<file path="config.mk">
export PLATFORM = sky130hd
export DESIGN_NAME = dmpa_top
export DESIGN_NICKNAME = d
export VERILOG_FILES = /design/src/dmpa_iomem.v /design/src/dmpa_pin.v /design/src/dmpa_top.v
export VERILOG_INCLUDE_DIRS = /design/src
export SDC_FILE = /design/constraint.sdc
export NUM_CORES = 1
export LEC_CHECK = 0
export ABC_AREA = 1
export ABC_CLOCK_PERIOD_IN_PS = 3800
export BUFFER_PORTS_ARGS = -buffer_cell sky130_fd_sc_hd__buf_2
export CAP_MARGIN = 15
export CORE_UTILIZATION = 35
export CTS_CLUSTER_DIAMETER = 40
export CTS_CLUSTER_SIZE = 40
export DETAILED_ROUTE_END_ITERATION = 6
export SYNTH_ARGS = -nofsm -noshare
export SYNTH_HDL_FRONTEND = slang
export SYNTH_SLANG_ARGS = --single-unit
</file>
<file path="constraint.sdc">
create_clock -name clk_i -period 3.8 [get_ports clk_i]
set_input_delay 0.19 -clock clk_i [delete_from_list [all_inputs] [get_ports clk_i]]
set_output_delay 0.19 -clock clk_i [all_outputs]
set_load 0.02 [all_outputs]
</file>
<file path="src/dmpa_map.vh">
// Register map, field positions, reset values and codes of the DMA channel front end
`ifndef DMPA_MAP_VH
`define DMPA_MAP_VH

// Register indices; byte address on APB is four times the index
`define DMPA_IDX_CH0A_MEMORY_ADDRESS  16'hfee0
`define DMPA_IDX_IOA0A  16'hfee4
`define DMPA_IDX_CNT0A  16'hfee6
`define DMPA_IDX_CH0B_MEMORY_ADDRESS  16'hfee8
`define DMPA_IDX_IOA0B  16'hfeec
`define DMPA_IDX_CNT0B  16'hfeee
`define DMPA_IDX_CH1A_MEMORY_ADDRESS  16'hfef0
`define DMPA_IDX_IOA1A  16'hfef4
`define DMPA_IDX_CNT1A  16'hfef6
`define DMPA_IDX_CH1B_MEMORY_ADDRESS  16'hfef8
`define DMPA_IDX_IOA1B  16'hfefc
`define DMPA_IDX_CNT1B  16'hfefe
`define DMPA_IDX_WER    16'hff00
`define DMPA_IDX_TCR    16'hff01
`define DMPA_IDX_CR0A   16'hff02
`define DMPA_IDX_CR0B   16'hff03
`define DMPA_IDX_CR1A   16'hff04
`define DMPA_IDX_CR1B   16'hff05
`define DMPA_IDX_BCR    16'hff06
`define DMPA_IDX_MSTP   16'hff3c

// Reset values
`define DMPA_RST_WER    8'h00
`define DMPA_RST_TCR    8'h00
`define DMPA_RST_CR     8'h00
`define DMPA_RST_BCR    16'h0000
`define DMPA_RST_MSTP   16'h3fff

// Band control fields (index plus channel or sub-channel number)
`define DMPA_BCR_FULL_ADDR_SELECT_CH0   14
`define DMPA_BCR_SAE0   12
`define DMPA_BCR_DTE0   4
`define DMPA_BCR_DTIE0  0

// Sub-channel control fields
`define DMPA_CR_DTSZ    7
`define DMPA_CR_DTID    6
`define DMPA_CR_RPE     5
`define DMPA_CR_DIRECTION_SELECT   4
`define DMPA_DTF_EXT    4'h6

// End pin enable fields and module halt bit
`define DMPA_TCR_TEE0   4
`define DMPA_MSTP_HALT  13

// Fixed upper byte of the I/O side address
`define DMPA_IO_UPPER   8'hff

`endif

</file>
<file path="src/dmpa_iomem.v">
// Small register memory for the fixed I/O addresses, one write and two read ports
`timescale 1ns/1ns
module dmpa_iomem #(
    parameter WIDTH = 16,
    parameter DEPTH = 4,
    parameter AW    = 2
) (
    input  wire             clk_i,
    input  wire             ce_i,
    input  wire             we_i,
    input  wire [AW-1:0]    waddr_i,
    input  wire [WIDTH-1:0] wdata_i,
    input  wire [AW-1:0]    raddr_a_i,
    input  wire [AW-1:0]    raddr_b_i,
    output reg  [WIDTH-1:0] rdata_a_o,
    output reg  [WIDTH-1:0] rdata_b_o
);

    reg [WIDTH-1:0] mem_r [0:DEPTH-1];

    // No reset: contents survive reset, software must load before use
    always @(posedge clk_i) begin
        if (ce_i) begin
            if (we_i) begin
                mem_r[waddr_i] <= wdata_i;
            end
            rdata_a_o <= mem_r[raddr_a_i];
            rdata_b_o <= mem_r[raddr_b_i];
        end
    end

endmodule // dmpa_iomem

</file>
<file path="src/dmpa_pin.v">
// Request, acknowledge and transfer end pins of one channel
`timescale 1ns/1ns
module dmpa_pin (
    input  wire clk_i,
    input  wire reset_n_i,
    input  wire ce_i,
    input  wire req_n_i,
    input  wire single_en_i,
    input  wire end_en_i,
    input  wire ack_i,
    input  wire end_i,
    output wire req_fall_o,
    output wire ack_n_o,
    output wire ack_oe_n_o,
    output wire end_n_o,
    output wire end_oe_n_o
);

    reg req_prev_r;
    reg ack_n_r;
    reg end_n_r;

    // Request asks on its falling edge so a held level gives one transfer
    assign req_fall_o = req_prev_r & ~req_n_i;

    // Port line turns to output as soon as single address is chosen
    assign ack_oe_n_o = ~single_en_i;
    assign end_oe_n_o = ~end_en_i;
    assign ack_n_o    = ack_n_r;
    assign end_n_o    = end_n_r;

    // Pin drivers are registered to keep glitches off the board
    always @(posedge clk_i or negedge reset_n_i) begin
        if (!reset_n_i) begin
            req_prev_r <= 1'b1;
            ack_n_r    <= 1'b1;
            end_n_r    <= 1'b1;
        end else if (ce_i) begin
            req_prev_r <= req_n_i;
            ack_n_r    <= ~(ack_i & single_en_i);
            end_n_r    <= ~(end_i & end_en_i);
        end
    end

endmodule // dmpa_pin

</file>
<file path="src/dmpa_top.v">
// Two-channel DMA front end: APB registers, address stepping, counting and pins
//
// Local design decision: the APB interface to the registers.
`timescale 1ns/1ns
`include "dmpa_map.vh"
module dmpa_top (
    input  wire        clk_i,
    input  wire        reset_n_i,
    input  wire        ce_i,
    input  wire        psel_i,
    input  wire        penable_i,
    input  wire        pwrite_i,
    input  wire [17:0] paddr_i,
    input  wire [31:0] pwdata_i,
    output wire [31:0] prdata_o,
    output wire        pready_o,
    output wire        pslverr_o,
    input  wire [3:0]  int_request_i,
    input  wire [1:0]  xfer_request_in_n_i,
    output wire [1:0]  xfer_ack_out_n_o,
    output wire [1:0]  xfer_ack_oe_n_o,
    output wire [1:0]  xfer_end_out_n_o,
    output wire [1:0]  xfer_end_oe_n_o,
    output wire        xfer_valid_o,
    output wire [1:0]  xfer_sub_o,
    output wire        xfer_word_o,
    output wire        xfer_single_o,
    output wire [23:0] xfer_src_addr_o,
    output wire [23:0] xfer_dst_addr_o
);

    // Register kinds found by the address decoder
    localparam K_NONE = 3'd0;
    localparam K_MAR  = 3'd1;
    localparam K_IOA  = 3'd2;
    localparam K_CNT  = 3'd3;
    localparam K_CR   = 3'd4;
    localparam K_WER  = 3'd5;
    localparam K_TCR  = 3'd6;
    localparam K_BCR  = 3'd7;

    integer i, i_want, i_step; // Own index per combinational loop; a shared one would wake the other loops

    // Bus side state
    reg        pready_r;
    reg [31:0] prdata_r;
    reg [2:0]  kind;
    reg [1:0]  ksub;
    reg        hit;
    reg        is_mstp;
    reg [31:0] rd_word;
    wire       wr_en;
    wire [15:0] reg_idx;

    // Software visible control
    reg [7:0]  wer_r;
    reg [7:0]  tcr_r;
    reg [15:0] bcr_r;
    reg [15:0] mstp_r;
    reg [7:0]  cr_r [0:3];

    // Address and count registers, deliberately without reset
    reg [23:0] mar_r [0:3];
    reg [15:0] transfer_count_reg_r [0:3];
    reg [23:0] mar_nxt [0:3];

    // Transfer selection
    reg [3:0]  want;
    reg [3:0]  upd;
    reg [3:0]  cnt_last;
    reg [1:0]  ext_used;
    reg [1:0]  ext_pend_r;
    reg [1:0]  gidx;
    reg        ext_ok;
    wire [3:0] gnt;
    wire [1:0] fae;
    wire [1:0] sae;
    wire [1:0] tee;
    wire [3:0] transfer_enable_bit;
    wire [1:0] req_fall;
    wire       halt;
    wire [15:0] io_bus_q;
    wire [15:0] io_eng_q;

    // First pipeline stage: granted transfer
    reg        s1_v_r;
    reg [1:0]  s1_idx_r;
    reg        s1_full_r;
    reg        s1_word_r;
    reg        s1_dir_r;
    reg        s1_single_r;
    reg        s1_end_r;
    reg [23:0] s1_mar_r;
    reg [23:0] s1_marb_r;

    // Second stage: transfer presented to the bus side
    reg        xv_r;
    reg [1:0]  xsub_r;
    reg        xword_r;
    reg        xsingle_r;
    reg [23:0] src_r;
    reg [23:0] dst_r;
    wire [23:0] io_addr;
    wire [1:0] ack_pulse;
    wire [1:0] end_pulse;

    assign reg_idx   = paddr_i[17:2];
    assign wr_en     = psel_i & penable_i & pready_r & pwrite_i;
    assign pready_o  = pready_r;
    assign prdata_o  = prdata_r;
    assign pslverr_o = pready_r & ~hit;

    // Address decode to register kind and sub-channel
    always @* begin
        kind    = K_NONE;
        ksub    = 2'd0;
        hit     = 1'b1;
        is_mstp = 1'b0;
        case (reg_idx)
            `DMPA_IDX_CH0A_MEMORY_ADDRESS: kind = K_MAR;
            `DMPA_IDX_IOA0A: kind = K_IOA;
            `DMPA_IDX_CNT0A: kind = K_CNT;
            `DMPA_IDX_CH0B_MEMORY_ADDRESS: begin kind = K_MAR; ksub = 2'd1; end
            `DMPA_IDX_IOA0B: begin kind = K_IOA; ksub = 2'd1; end
            `DMPA_IDX_CNT0B: begin kind = K_CNT; ksub = 2'd1; end
            `DMPA_IDX_CH1A_MEMORY_ADDRESS: begin kind = K_MAR; ksub = 2'd2; end
            `DMPA_IDX_IOA1A: begin kind = K_IOA; ksub = 2'd2; end
            `DMPA_IDX_CNT1A: begin kind = K_CNT; ksub = 2'd2; end
            `DMPA_IDX_CH1B_MEMORY_ADDRESS: begin kind = K_MAR; ksub = 2'd3; end
            `DMPA_IDX_IOA1B: begin kind = K_IOA; ksub = 2'd3; end
            `DMPA_IDX_CNT1B: begin kind = K_CNT; ksub = 2'd3; end
            `DMPA_IDX_WER:   kind = K_WER;
            `DMPA_IDX_TCR:   kind = K_TCR;
            `DMPA_IDX_CR0A:  kind = K_CR;
            `DMPA_IDX_CR0B:  begin kind = K_CR; ksub = 2'd1; end
            `DMPA_IDX_CR1A:  begin kind = K_CR; ksub = 2'd2; end
            `DMPA_IDX_CR1B:  begin kind = K_CR; ksub = 2'd3; end
            `DMPA_IDX_BCR:   kind = K_BCR;
            `DMPA_IDX_MSTP:  is_mstp = 1'b1;
            default:         hit = 1'b0;
        endcase
    end

    // Read mux; narrow registers sit in the low bits
    always @* begin
        rd_word = 32'h0000_0000;
        case (kind)
            K_MAR:   rd_word = {8'h00, mar_r[ksub]};
            K_IOA:   rd_word = {16'h0000, io_bus_q};
            K_CNT:   rd_word = {16'h0000, transfer_count_reg_r[ksub]};
            K_CR:    rd_word = {24'h00_0000, cr_r[ksub]};
            K_WER:   rd_word = {24'h00_0000, wer_r};
            K_TCR:   rd_word = {24'h00_0000, tcr_r};
            K_BCR:   rd_word = {16'h0000, bcr_r};
            default: rd_word = is_mstp ? {16'h0000, mstp_r} : 32'h0000_0000;
        endcase
    end

    // One wait state gives the I/O memory time to present its word
    always @(posedge clk_i or negedge reset_n_i) begin
        if (!reset_n_i) begin
            pready_r <= 1'b0;
            prdata_r <= 32'h0000_0000;
        end else if (ce_i) begin
            pready_r <= psel_i & penable_i & ~pready_r;
            if (psel_i && penable_i && !pready_r && !pwrite_i) begin
                prdata_r <= rd_word;
            end
        end
    end

    // Control registers; terminal count clears enable unless software writes the same cycle
    always @(posedge clk_i or negedge reset_n_i) begin
        if (!reset_n_i) begin
            wer_r  <= `DMPA_RST_WER;
            tcr_r  <= `DMPA_RST_TCR;
            bcr_r  <= `DMPA_RST_BCR;
            mstp_r <= `DMPA_RST_MSTP;
            for (i = 0; i < 4; i = i + 1) begin
                cr_r[i] <= `DMPA_RST_CR;
            end
        end else if (ce_i) begin
            if (wr_en && kind == K_WER) begin
                wer_r <= pwdata_i[7:0];
            end
            if (wr_en && kind == K_TCR) begin
                tcr_r <= pwdata_i[7:0];
            end
            if (wr_en && is_mstp) begin
                mstp_r <= pwdata_i[15:0];
            end
            if (wr_en && kind == K_CR) begin
                cr_r[ksub] <= pwdata_i[7:0];
            end
            if (wr_en && kind == K_BCR) begin
                bcr_r <= pwdata_i[15:0];
            end else begin
                bcr_r <= bcr_r & ~({12'h000, cnt_last} << `DMPA_BCR_DTE0);
            end
        end
    end

    // Per channel and per sub-channel views of the band control, plus end pin enables and the halt bit
    assign fae  = bcr_r[`DMPA_BCR_FULL_ADDR_SELECT_CH0+1:`DMPA_BCR_FULL_ADDR_SELECT_CH0];
    assign sae  = bcr_r[`DMPA_BCR_SAE0+1:`DMPA_BCR_SAE0];
    assign transfer_enable_bit  = bcr_r[`DMPA_BCR_DTE0+3:`DMPA_BCR_DTE0];
    assign tee  = tcr_r[`DMPA_TCR_TEE0+1:`DMPA_TCR_TEE0];
    assign halt = mstp_r[`DMPA_MSTP_HALT];

    // Which sub-channels ask for a transfer this cycle
    always @* begin
        want   = 4'h0;
        ext_ok = 1'b0;
        for (i_want = 0; i_want < 4; i_want = i_want + 1) begin
            ext_ok = ext_pend_r[i_want/2] & (cr_r[i_want][3:0] == `DMPA_DTF_EXT);
            if (i_want % 2 == 0) begin
                // A ignores the pin in short mode, owns it in full mode
                want[i_want] = transfer_enable_bit[i_want] & (int_request_i[i_want] | (fae[i_want/2] & ext_ok));
            end else if (sae[i_want/2]) begin
                // Single address only runs from the external pin
                want[i_want] = transfer_enable_bit[i_want] & ~fae[i_want/2] & ext_ok;
            end else begin
                want[i_want] = transfer_enable_bit[i_want] & ~fae[i_want/2] & (int_request_i[i_want] | ext_ok);
            end
        end
        if (halt) begin
            want = 4'h0;
        end
    end

    // Fixed priority: 0A, 0B, 1A, 1B
    assign gnt = want & (~want + 4'h1);

    // Address stepping, terminal count and pin consumption
    always @* begin
        upd = gnt | {gnt[2] & fae[1], 1'b0, gnt[0] & fae[0], 1'b0};
        cnt_last = 4'h0;
        ext_used = 2'b00;
        gidx = 2'd0;
        for (i_step = 0; i_step < 4; i_step = i_step + 1) begin
            if (cr_r[i_step][`DMPA_CR_RPE] && bcr_r[`DMPA_BCR_DTIE0 + i_step]) begin
                mar_nxt[i_step] = mar_r[i_step];                // Idle mode holds the address
            end else if (cr_r[i_step][`DMPA_CR_DTID]) begin
                mar_nxt[i_step] = mar_r[i_step] - (cr_r[i_step][`DMPA_CR_DTSZ] ? 24'd2 : 24'd1);
            end else begin
                mar_nxt[i_step] = mar_r[i_step] + (cr_r[i_step][`DMPA_CR_DTSZ] ? 24'd2 : 24'd1);
            end
            cnt_last[i_step] = gnt[i_step] & (transfer_count_reg_r[i_step] == 16'h0001);
            if (gnt[i_step] && cr_r[i_step][3:0] == `DMPA_DTF_EXT) begin
                ext_used[i_step/2] = 1'b1;
            end
            if (gnt[i_step]) begin
                gidx = i_step[1:0];
            end
        end
    end

    // Pending pin request; a new edge beats the clear of the one just used
    always @(posedge clk_i or negedge reset_n_i) begin
        if (!reset_n_i) begin
            ext_pend_r <= 2'b00;
        end else if (ce_i) begin
            ext_pend_r <= req_fall | (ext_pend_r & ~ext_used);
        end
    end

    // Address and count words; software write wins over a transfer update
    always @(posedge clk_i) begin
        if (ce_i) begin
            for (i = 0; i < 4; i = i + 1) begin
                if (wr_en && kind == K_MAR && ksub == i[1:0]) begin
                    mar_r[i] <= pwdata_i[23:0];
                end else if (upd[i]) begin
                    mar_r[i] <= mar_nxt[i];
                end
                if (wr_en && kind == K_CNT && ksub == i[1:0]) begin
                    transfer_count_reg_r[i] <= pwdata_i[15:0];
                end else if (gnt[i]) begin
                    transfer_count_reg_r[i] <= transfer_count_reg_r[i] - 16'h0001;
                end
            end
        end
    end

    dmpa_iomem #(
        .WIDTH (16),
        .DEPTH (4),
        .AW    (2)
    ) u_iomem (
        .clk_i     (clk_i),
        .ce_i      (ce_i),
        .we_i      (wr_en && kind == K_IOA),
        .waddr_i   (ksub),
        .wdata_i   (pwdata_i[15:0]),
        .raddr_a_i (ksub),
        .raddr_b_i (gidx),
        .rdata_a_o (io_bus_q),
        .rdata_b_o (io_eng_q)
    );

    // Stage one snapshots the addresses before they step
    always @(posedge clk_i or negedge reset_n_i) begin
        if (!reset_n_i) begin
            s1_v_r      <= 1'b0;
            s1_idx_r    <= 2'd0;
            s1_full_r   <= 1'b0;
            s1_word_r   <= 1'b0;
            s1_dir_r    <= 1'b0;
            s1_single_r <= 1'b0;
            s1_end_r    <= 1'b0;
            s1_mar_r    <= 24'h00_0000;
            s1_marb_r   <= 24'h00_0000;
        end else if (ce_i) begin
            s1_v_r      <= |gnt;
            s1_idx_r    <= gidx;
            s1_full_r   <= fae[gidx[1]];
            s1_word_r   <= cr_r[gidx][`DMPA_CR_DTSZ];
            s1_dir_r    <= cr_r[gidx][`DMPA_CR_DIRECTION_SELECT];
            s1_single_r <= ~fae[gidx[1]] & sae[gidx[1]] & gidx[0];
            s1_end_r    <= (|cnt_last) & (fae[gidx[1]] | gidx[0]);
            s1_mar_r    <= mar_r[gidx];
            s1_marb_r   <= mar_r[{gidx[1], 1'b1}];
        end
    end

    assign io_addr = {`DMPA_IO_UPPER, io_eng_q};

    // Stage two forms source and destination for the bus side
    always @(posedge clk_i or negedge reset_n_i) begin
        if (!reset_n_i) begin
            xv_r      <= 1'b0;
            xsub_r    <= 2'd0;
            xword_r   <= 1'b0;
            xsingle_r <= 1'b0;
            src_r     <= 24'h00_0000;
            dst_r     <= 24'h00_0000;
        end else if (ce_i) begin
            xv_r      <= s1_v_r;
            xsub_r    <= s1_idx_r;
            xword_r   <= s1_word_r;
            xsingle_r <= s1_single_r;
            if (s1_full_r) begin
                src_r <= s1_mar_r;
                dst_r <= s1_marb_r;
            end else if (s1_dir_r) begin
                src_r <= s1_single_r ? 24'h00_0000 : io_addr;
                dst_r <= s1_mar_r;
            end else begin
                src_r <= s1_mar_r;
                dst_r <= s1_single_r ? 24'h00_0000 : io_addr;
            end
        end
    end

    assign xfer_valid_o    = xv_r;
    assign xfer_sub_o      = xsub_r;
    assign xfer_word_o     = xword_r;
    assign xfer_single_o   = xsingle_r;
    assign xfer_src_addr_o = src_r;
    assign xfer_dst_addr_o = dst_r;

    // One pin block per channel
    genvar c;
    generate
        for (c = 0; c < 2; c = c + 1) begin : g_pin
            assign ack_pulse[c] = s1_v_r & s1_single_r & (s1_idx_r[1] == c);
            assign end_pulse[c] = s1_v_r & s1_end_r & (s1_idx_r[1] == c);
            dmpa_pin u_pin (
                .clk_i       (clk_i),
                .reset_n_i   (reset_n_i),
                .ce_i        (ce_i),
                .req_n_i     (xfer_request_in_n_i[c]),
                .single_en_i (~fae[c] & sae[c]),
                .end_en_i    (tee[c]),
                .ack_i       (ack_pulse[c]),
                .end_i       (end_pulse[c]),
                .req_fall_o  (req_fall[c]),
                .ack_n_o     (xfer_ack_out_n_o[c]),
                .ack_oe_n_o  (xfer_ack_oe_n_o[c]),
                .end_n_o     (xfer_end_out_n_o[c]),
                .end_oe_n_o  (xfer_end_oe_n_o[c])
            );
        end
    endgenerate

endmodule // dmpa_top

</file>
======== Word level (Yosys, flattened, before mapping) ========
Memory sizes are Yosys's and may differ from the RTL's. A register that Yosys moved wholly into a read port is not among the register bits.
Index checks and enable logic that the tools add are counted.
storage, ports and cells
  register bits ........................... 182
  latch bits .............................. 0
  memory bits (writable) .................. 224
  ROM bits ................................ 0
  input port bits ......................... 62
  output and inout port bits .............. 95
  memories kept ........................... 3
operators by class
  $add $sub $neg .......................... 13
  multiply operators ...................... 0
  divide/modulo/power cells ............... 0
  magnitude comparators ................... 4
  eq/ne operators ......................... 38
  shift-type cells ........................ 0
  muxes and demuxes ....................... 114
  bitwise gates (word level) .............. 81
  reductions and logical operators ........ 48
memories
  memory                depth  bits a word  read ports  clocked after Yosys merged registers in  write ports  RTL line         text
  mar_r                 4      24           7           2                                        4            dmpa_top.v:63    reg [23:0] mar_r [0:3];
  transfer_count_reg_r  4      16           5           0                                        4            dmpa_top.v:64    reg [15:0] transfer_count_reg_r [0:3];
  u_iomem.mem_r         4      16           2           2                                        1            dmpa_iomem.v:19  reg [WIDTH-1:0] mem_r [0:DEPTH-1];
operators with widths
  operator                                               count
  two-way mux 24 bit                                     17
  equality test 16 bit (second input constant)           20
  case mux 24 bit (7 select lines)                       1
  adder 24 x 2 -> 24 bit                                 4
  two-way mux 16 bit                                     6
  subtractor 24 bit                                      4
  two-way mux 1 bit                                      72
  equality test 16 x 1 -> 1 bit (second input constant)  4
  subtractor 16 x 1 -> 16 bit (second input constant)    4
  AND 1 bit                                              42
  two-way mux 8 bit                                      5
  OR reduction 4 bit                                     9
  binary-select mux 8 bit (select 2 bit)                 2
  bitwise mux 32 bit                                     1
  logical AND 1 bit                                      28
  case mux 3 bit (7 select lines)                        1
  OR reduction 20 bit                                    1
  AND 16 bit                                             1
  demux 8 bit (select 2 bit)                             1
  equality test 4 x 3 -> 1 bit (second input constant)   4
  NOT 1 bit                                              16
  NOT 8 -> 16 bit                                        1
  bitwise OR 1 bit                                       13
  equality test 3 bit (second input constant)            4
  other kinds (21)                                       37

======== Logic depth before layout (Yosys ltp) ========
  depth in word-level cells ............... 17
  mapped depth ............................ 20
  mapped depth without buffers ............ 18

======== Hierarchy ========
A second synthesis with hierarchy kept.
second synthesis, totals
  cell total of the unflattened synthesis .. 3853
  area total of the unflattened synthesis .. 29834.9 um2
by module, submodules not included
  module      instances  cells an instance  area each (um2)  seq. area each (um2)
  dmpa_top    1          3402               25276.7          10227.3
  dmpa_iomem  1          415                4285.4           2882.8
  dmpa_pin    2          18                 136.4            78.8

======== Worst setup path after synthesis ========
No wires, ideal clock.
  path type ............................... flip-flop to flip-flop
  start point ............................. reg pready_r, in the netlist pready_o
  end point ............................... mem mar_r[1][0] (enable)
  setup time .............................. 0.438 ns
  arrival ................................. 3.090 ns
  setup slack ............................. 0.272 ns
  stages on the path, launching flop included .. 7
  period minus slack after synthesis ...... 3.528 ns
  cells stage by stage .................... dfrtp_1 inv_1 nor3_1 inv_1 nor2_1 nand2_1 o21ai_0
RTL lines
  item                    RTL line        text
  from (decl)             dmpa_top.v:45   reg pready_r;
  from (signal assigned)  dmpa_top.v:165  pready_r <= psel_i & penable_i & ~pready_r;
  to (decl)               dmpa_top.v:63

==> results.json <==
{
  "path_class": "reg2reg",
  "start_kind": "flop",
  "ir_drop_v": 0.000373,
  "syn_to_final_growth_pct": 17.7,
  "powerDensity_nw_per_um2": 430,
  "wl_mm": 104,
  "slowest_delay_ns": 0.49,
  "skew_ns": 0.0370,
  "tightest_slew_ns": 0.852,
  "hp-class": "in2reg",
  "cp-end-kind": "flop",
  "cpMaxStageDelayCell": "dfrtp_1",
  "path_clk_slew_ns": 0.05,
  "pin_count": 157,
  "synth_cell_types": 61,
  "holdBufCountCts": 20,
  "wl_per_cell_um": 20.8,
  "synth-seq-cells": 478,
  "pwr-share-seq_pct": 38.6,
  "die_w_um": 292,
  "synth_top_area_share_pct": 26.1,
  "clock_power_share_pct": 54.6,
  "synth.yosys.seq_area_share_pct": 45.0,
  "synth.largest_area_cell": "edfxtp_1",
  "tritoncts.num_buffers": 90,
  "htreeDepth": 3,
  "gp_congestion": 0.970,
  "initial_core_util_pct": 35.3,
  "clk_path_buf_depth": 3,
  "cts_root_buf": "clkbuf_16",
  "gr-usage-all-layers_pct": 24.0,
  "num_rows": 106,
  "maxCapViolCount": 0,
  "power_leakage_nw": 15.4,
  "clk_latency_ns": 0.66,
  "cp_max_fo": 20,
  "intPower_mw": 11.1,
  "swShare_pct": 25.9,
  "holdWs_ns": 0.0285,
  "firstDrtPassIters": 5,
  "drive_gt1_share_pct": 12.4,
  "timing.final.crit_share_pct": 80.4,
  "synth_area_leaders": "edfxtp_1 26%, dfrtp_1 17%, nand2_1 14%, o21ai_0 5.0%, nand3_1 4.6%",
  "cts_tree": "done",
  "fmax_mhz": 327,
  "first_global_vias": 25100,
  "cts_sinks": 478,
  "antenna_found_initial": 0,
  "vias": 27100,
  "ys.flop_type": "edfxtp_1",
  "synth_cells": 3708,
  "fin_nets": 4023,
  "core_um2": 83600,
  "drtAntennaViolNets": 0,
  "ctsResizeCount": 0,
  "combPwrFrac_pct": 6.8,
  "relSlewSlack_pct": 43.0,
  "worstPathArrival_ns": 3.45,
  "syn-cell-area_um2": 29500,
  "p_total_mw": 14.9,
  "numPortBuffers": 138,
  "die_y_um": 292,
  "power.switching_mw": 3.87,
  "setup_viol_count_final": 0,
  "dieArea_um2": 85400,
  "grt_pass1_wl_mm": 156,
  "final_max_slew_viol_count": 0,
  "fin_tns_setup_ns": 0,
  "drt-vias-per-instance": 5.41,
  "fin_crit_ns": 3.06,
  "grt.overflow.total": 0,
  "status": "finished clean",
  "cp.required_ns": 4.20,
  "synth_edf_count": 256,
  "synthArstFlopShare_pct": 46.4,
  "hold_viol": 0,
  "avgSynthCellArea_um2": 7.95,
  "drc": 0,
  "dp_hpwl_mm": 75.4,
  "post-cts-setup-buffer-count": 0,
  "yosysWarningCount": 0,
  "path_cells": "buf_4 -> ha_1 -> a21oi_1 -> a21boi_0 -> o21ai_0 -> a21oi_1 -> nor2_1 -> nor2_1 -> xor2_1 -> o21ai_0",
  "rsz0062_at_grt": "no",
  "first_iter_violations": 2794,
  "grt_max_degree": 121
}
==> cells by family (layout without fill, tap and decap cells) <==
group                      after synthesis  in the layout  synth area share, %
adders and majority gates              104            104                 4.51
AOI/OAI and AO/OA                      740            740                 14.3
and+or+nand+nor                       1817           1817                 26.0
muxes                                    9              9                0.318
buffers and inverters                  431            650                 6.10
other                                    1              9               0.0127
DFF                                    478            478                 45.0
xor gates and xnor gates               128            128                 3.80
==> power by group through the flow <==
stage	logic, mW	registers (mW)	clock network, mW
6_report	1.01	5.77	8.16
5_1_grt	1.10	5.79	8.48
4_1_cts	1.01	5.77	8.24
3_5_place_dp	0.993	5.86	0
3_3_place_gp	0.980	5.86	0
2_1_floorplan	0.443	5.96	0
==> layer usage <==
metal,up-vias,part of all wire [%],routed length [um],global-route usage [%]
li1,12900,-,-,-
met1,12900,44,45600,33.1
met2,1122,45,46800,37.6
met3,203,7.2,7470,3.53
met4,0,4.1,4300,10.3
met5,-,0,0,0
==> metrics by stage <==
stage / util [%] / worst slack [ns] / std cells / cell area, um2
2_1_floorplan: - / 0.272 / 3715 / 29500
3_3_place_gp: 37.6 / 0.727 / 4825 / 31400
3_5_place_dp: 37.6 / 0.680 / 4825 / 31400
4_1_cts: 41.6 / 0.792 / 5014 / 34700
5_1_grt: 41.6 / 0.556 / 5014 / 34700
6_report: 41.6 / 0.745 / 5015 / 34700
==> cells in the mapped netlist (4+ instances only) <==
cell,count
nand2_1,1091
o2111ai_1,11
buf_2,45
o31ai_1,11
xnor2_1,57
dfrtp_1,202
a22oi_1,14
o21bai_1,11
o211ai_1,29
o21ai_1,46
a31oi_1,16
o21ai_0,297
clkbuf_1,90
a21boi_0,7
inv_2,19
a221oi_1,9
nor4_1,15
buf_4,27
nand4_1,40
a21oi_1,205
dfstp_2,20
nand3_2,6
mux2i_1,6
nand2_2,5
nor2_1,296
edfxtp_1,256
buf_1,12
nand3b_1,12
a22o_1,7
xor2_1,71
o21a_1,17
inv_1,230
nor3_1,28
nor2_4,6
nand3_1,273
a21o_1,34
o21ai_2,9
ha_1,100
or2_2,26
fa_1,4
o22ai_1,9
nor2_2,8
==> critical path: cells and delay by family (launching register included) <==
kind | cells | cell delay [ns]
AO/OA/AOI/OAI | 5 | 1.26
XOR/XNOR | 1 | 0.17
adder cells (fa/ha/maj) | 1 | 0.34
buffers and inverters | 1 | 0.33
flip-flops | 1 | 0.49
AND/OR/NAND/NOR | 2 | 0.20
==> path summary, 6_finish.rpt <==
kind,from,end,slack (ns),cells after the start
hold / removal,pwdata_i[9],u_iomem.mem_r[2][9],0.03,1
max in group asynchronous,reset_n_i,s1_marb_r[17],2.68,3
min in group asynchronous,reset_n_i,xfer_dst_addr_o[12],0.15,2
setup reg to reg,cr_r[6],mar_r[3][18],0.74,10
hold reg to reg,tcr_r[4],g_pin[0].u_pin.end_n_o,0.45,1
setup / recovery,cr_r[6],mar_r[3][18],0.74,10
==> flip-flops by register name, summed over array words and instances (netlist names), 24 cells and up <==
register / flops
mar_r: 96
s1_mar_r: 24
u_iomem.mem_r: 64
prdata_o: 24
xfer_src_addr_o: 24
transfer_count_reg_r: 64
s1_marb_r: 24
cr_r: 32
xfer_dst_addr_o: 24
==> area by class of cell <==
cell class | instances | area [um2]
antenna | 1 | 2.50
clock buffer | 111 | 2500
clock inverter | 58 | 608
fill | 8421 | 48800
inverter | 252 | 948
multi-input combinational | 2806 | 14500
sequential | 478 | 13300
tap | 1080 | 1350
timing repair buffer | 229 | 1550
==> cells in the final DEF (no fill, tap or decap), types with 100 or more instances in the layout <==
master    synthesis  layout
ha_1            100     100
o21ai_0         297     294
dfrtp_1         202     202
inv_1           230     230
nand2_1        1091    1090
nor2_1          296     295
nand3_1         273     272
buf_2            45     136
a21oi_1         205     203
edfxtp_1        256     256
(Power assumes the default switching activity.)
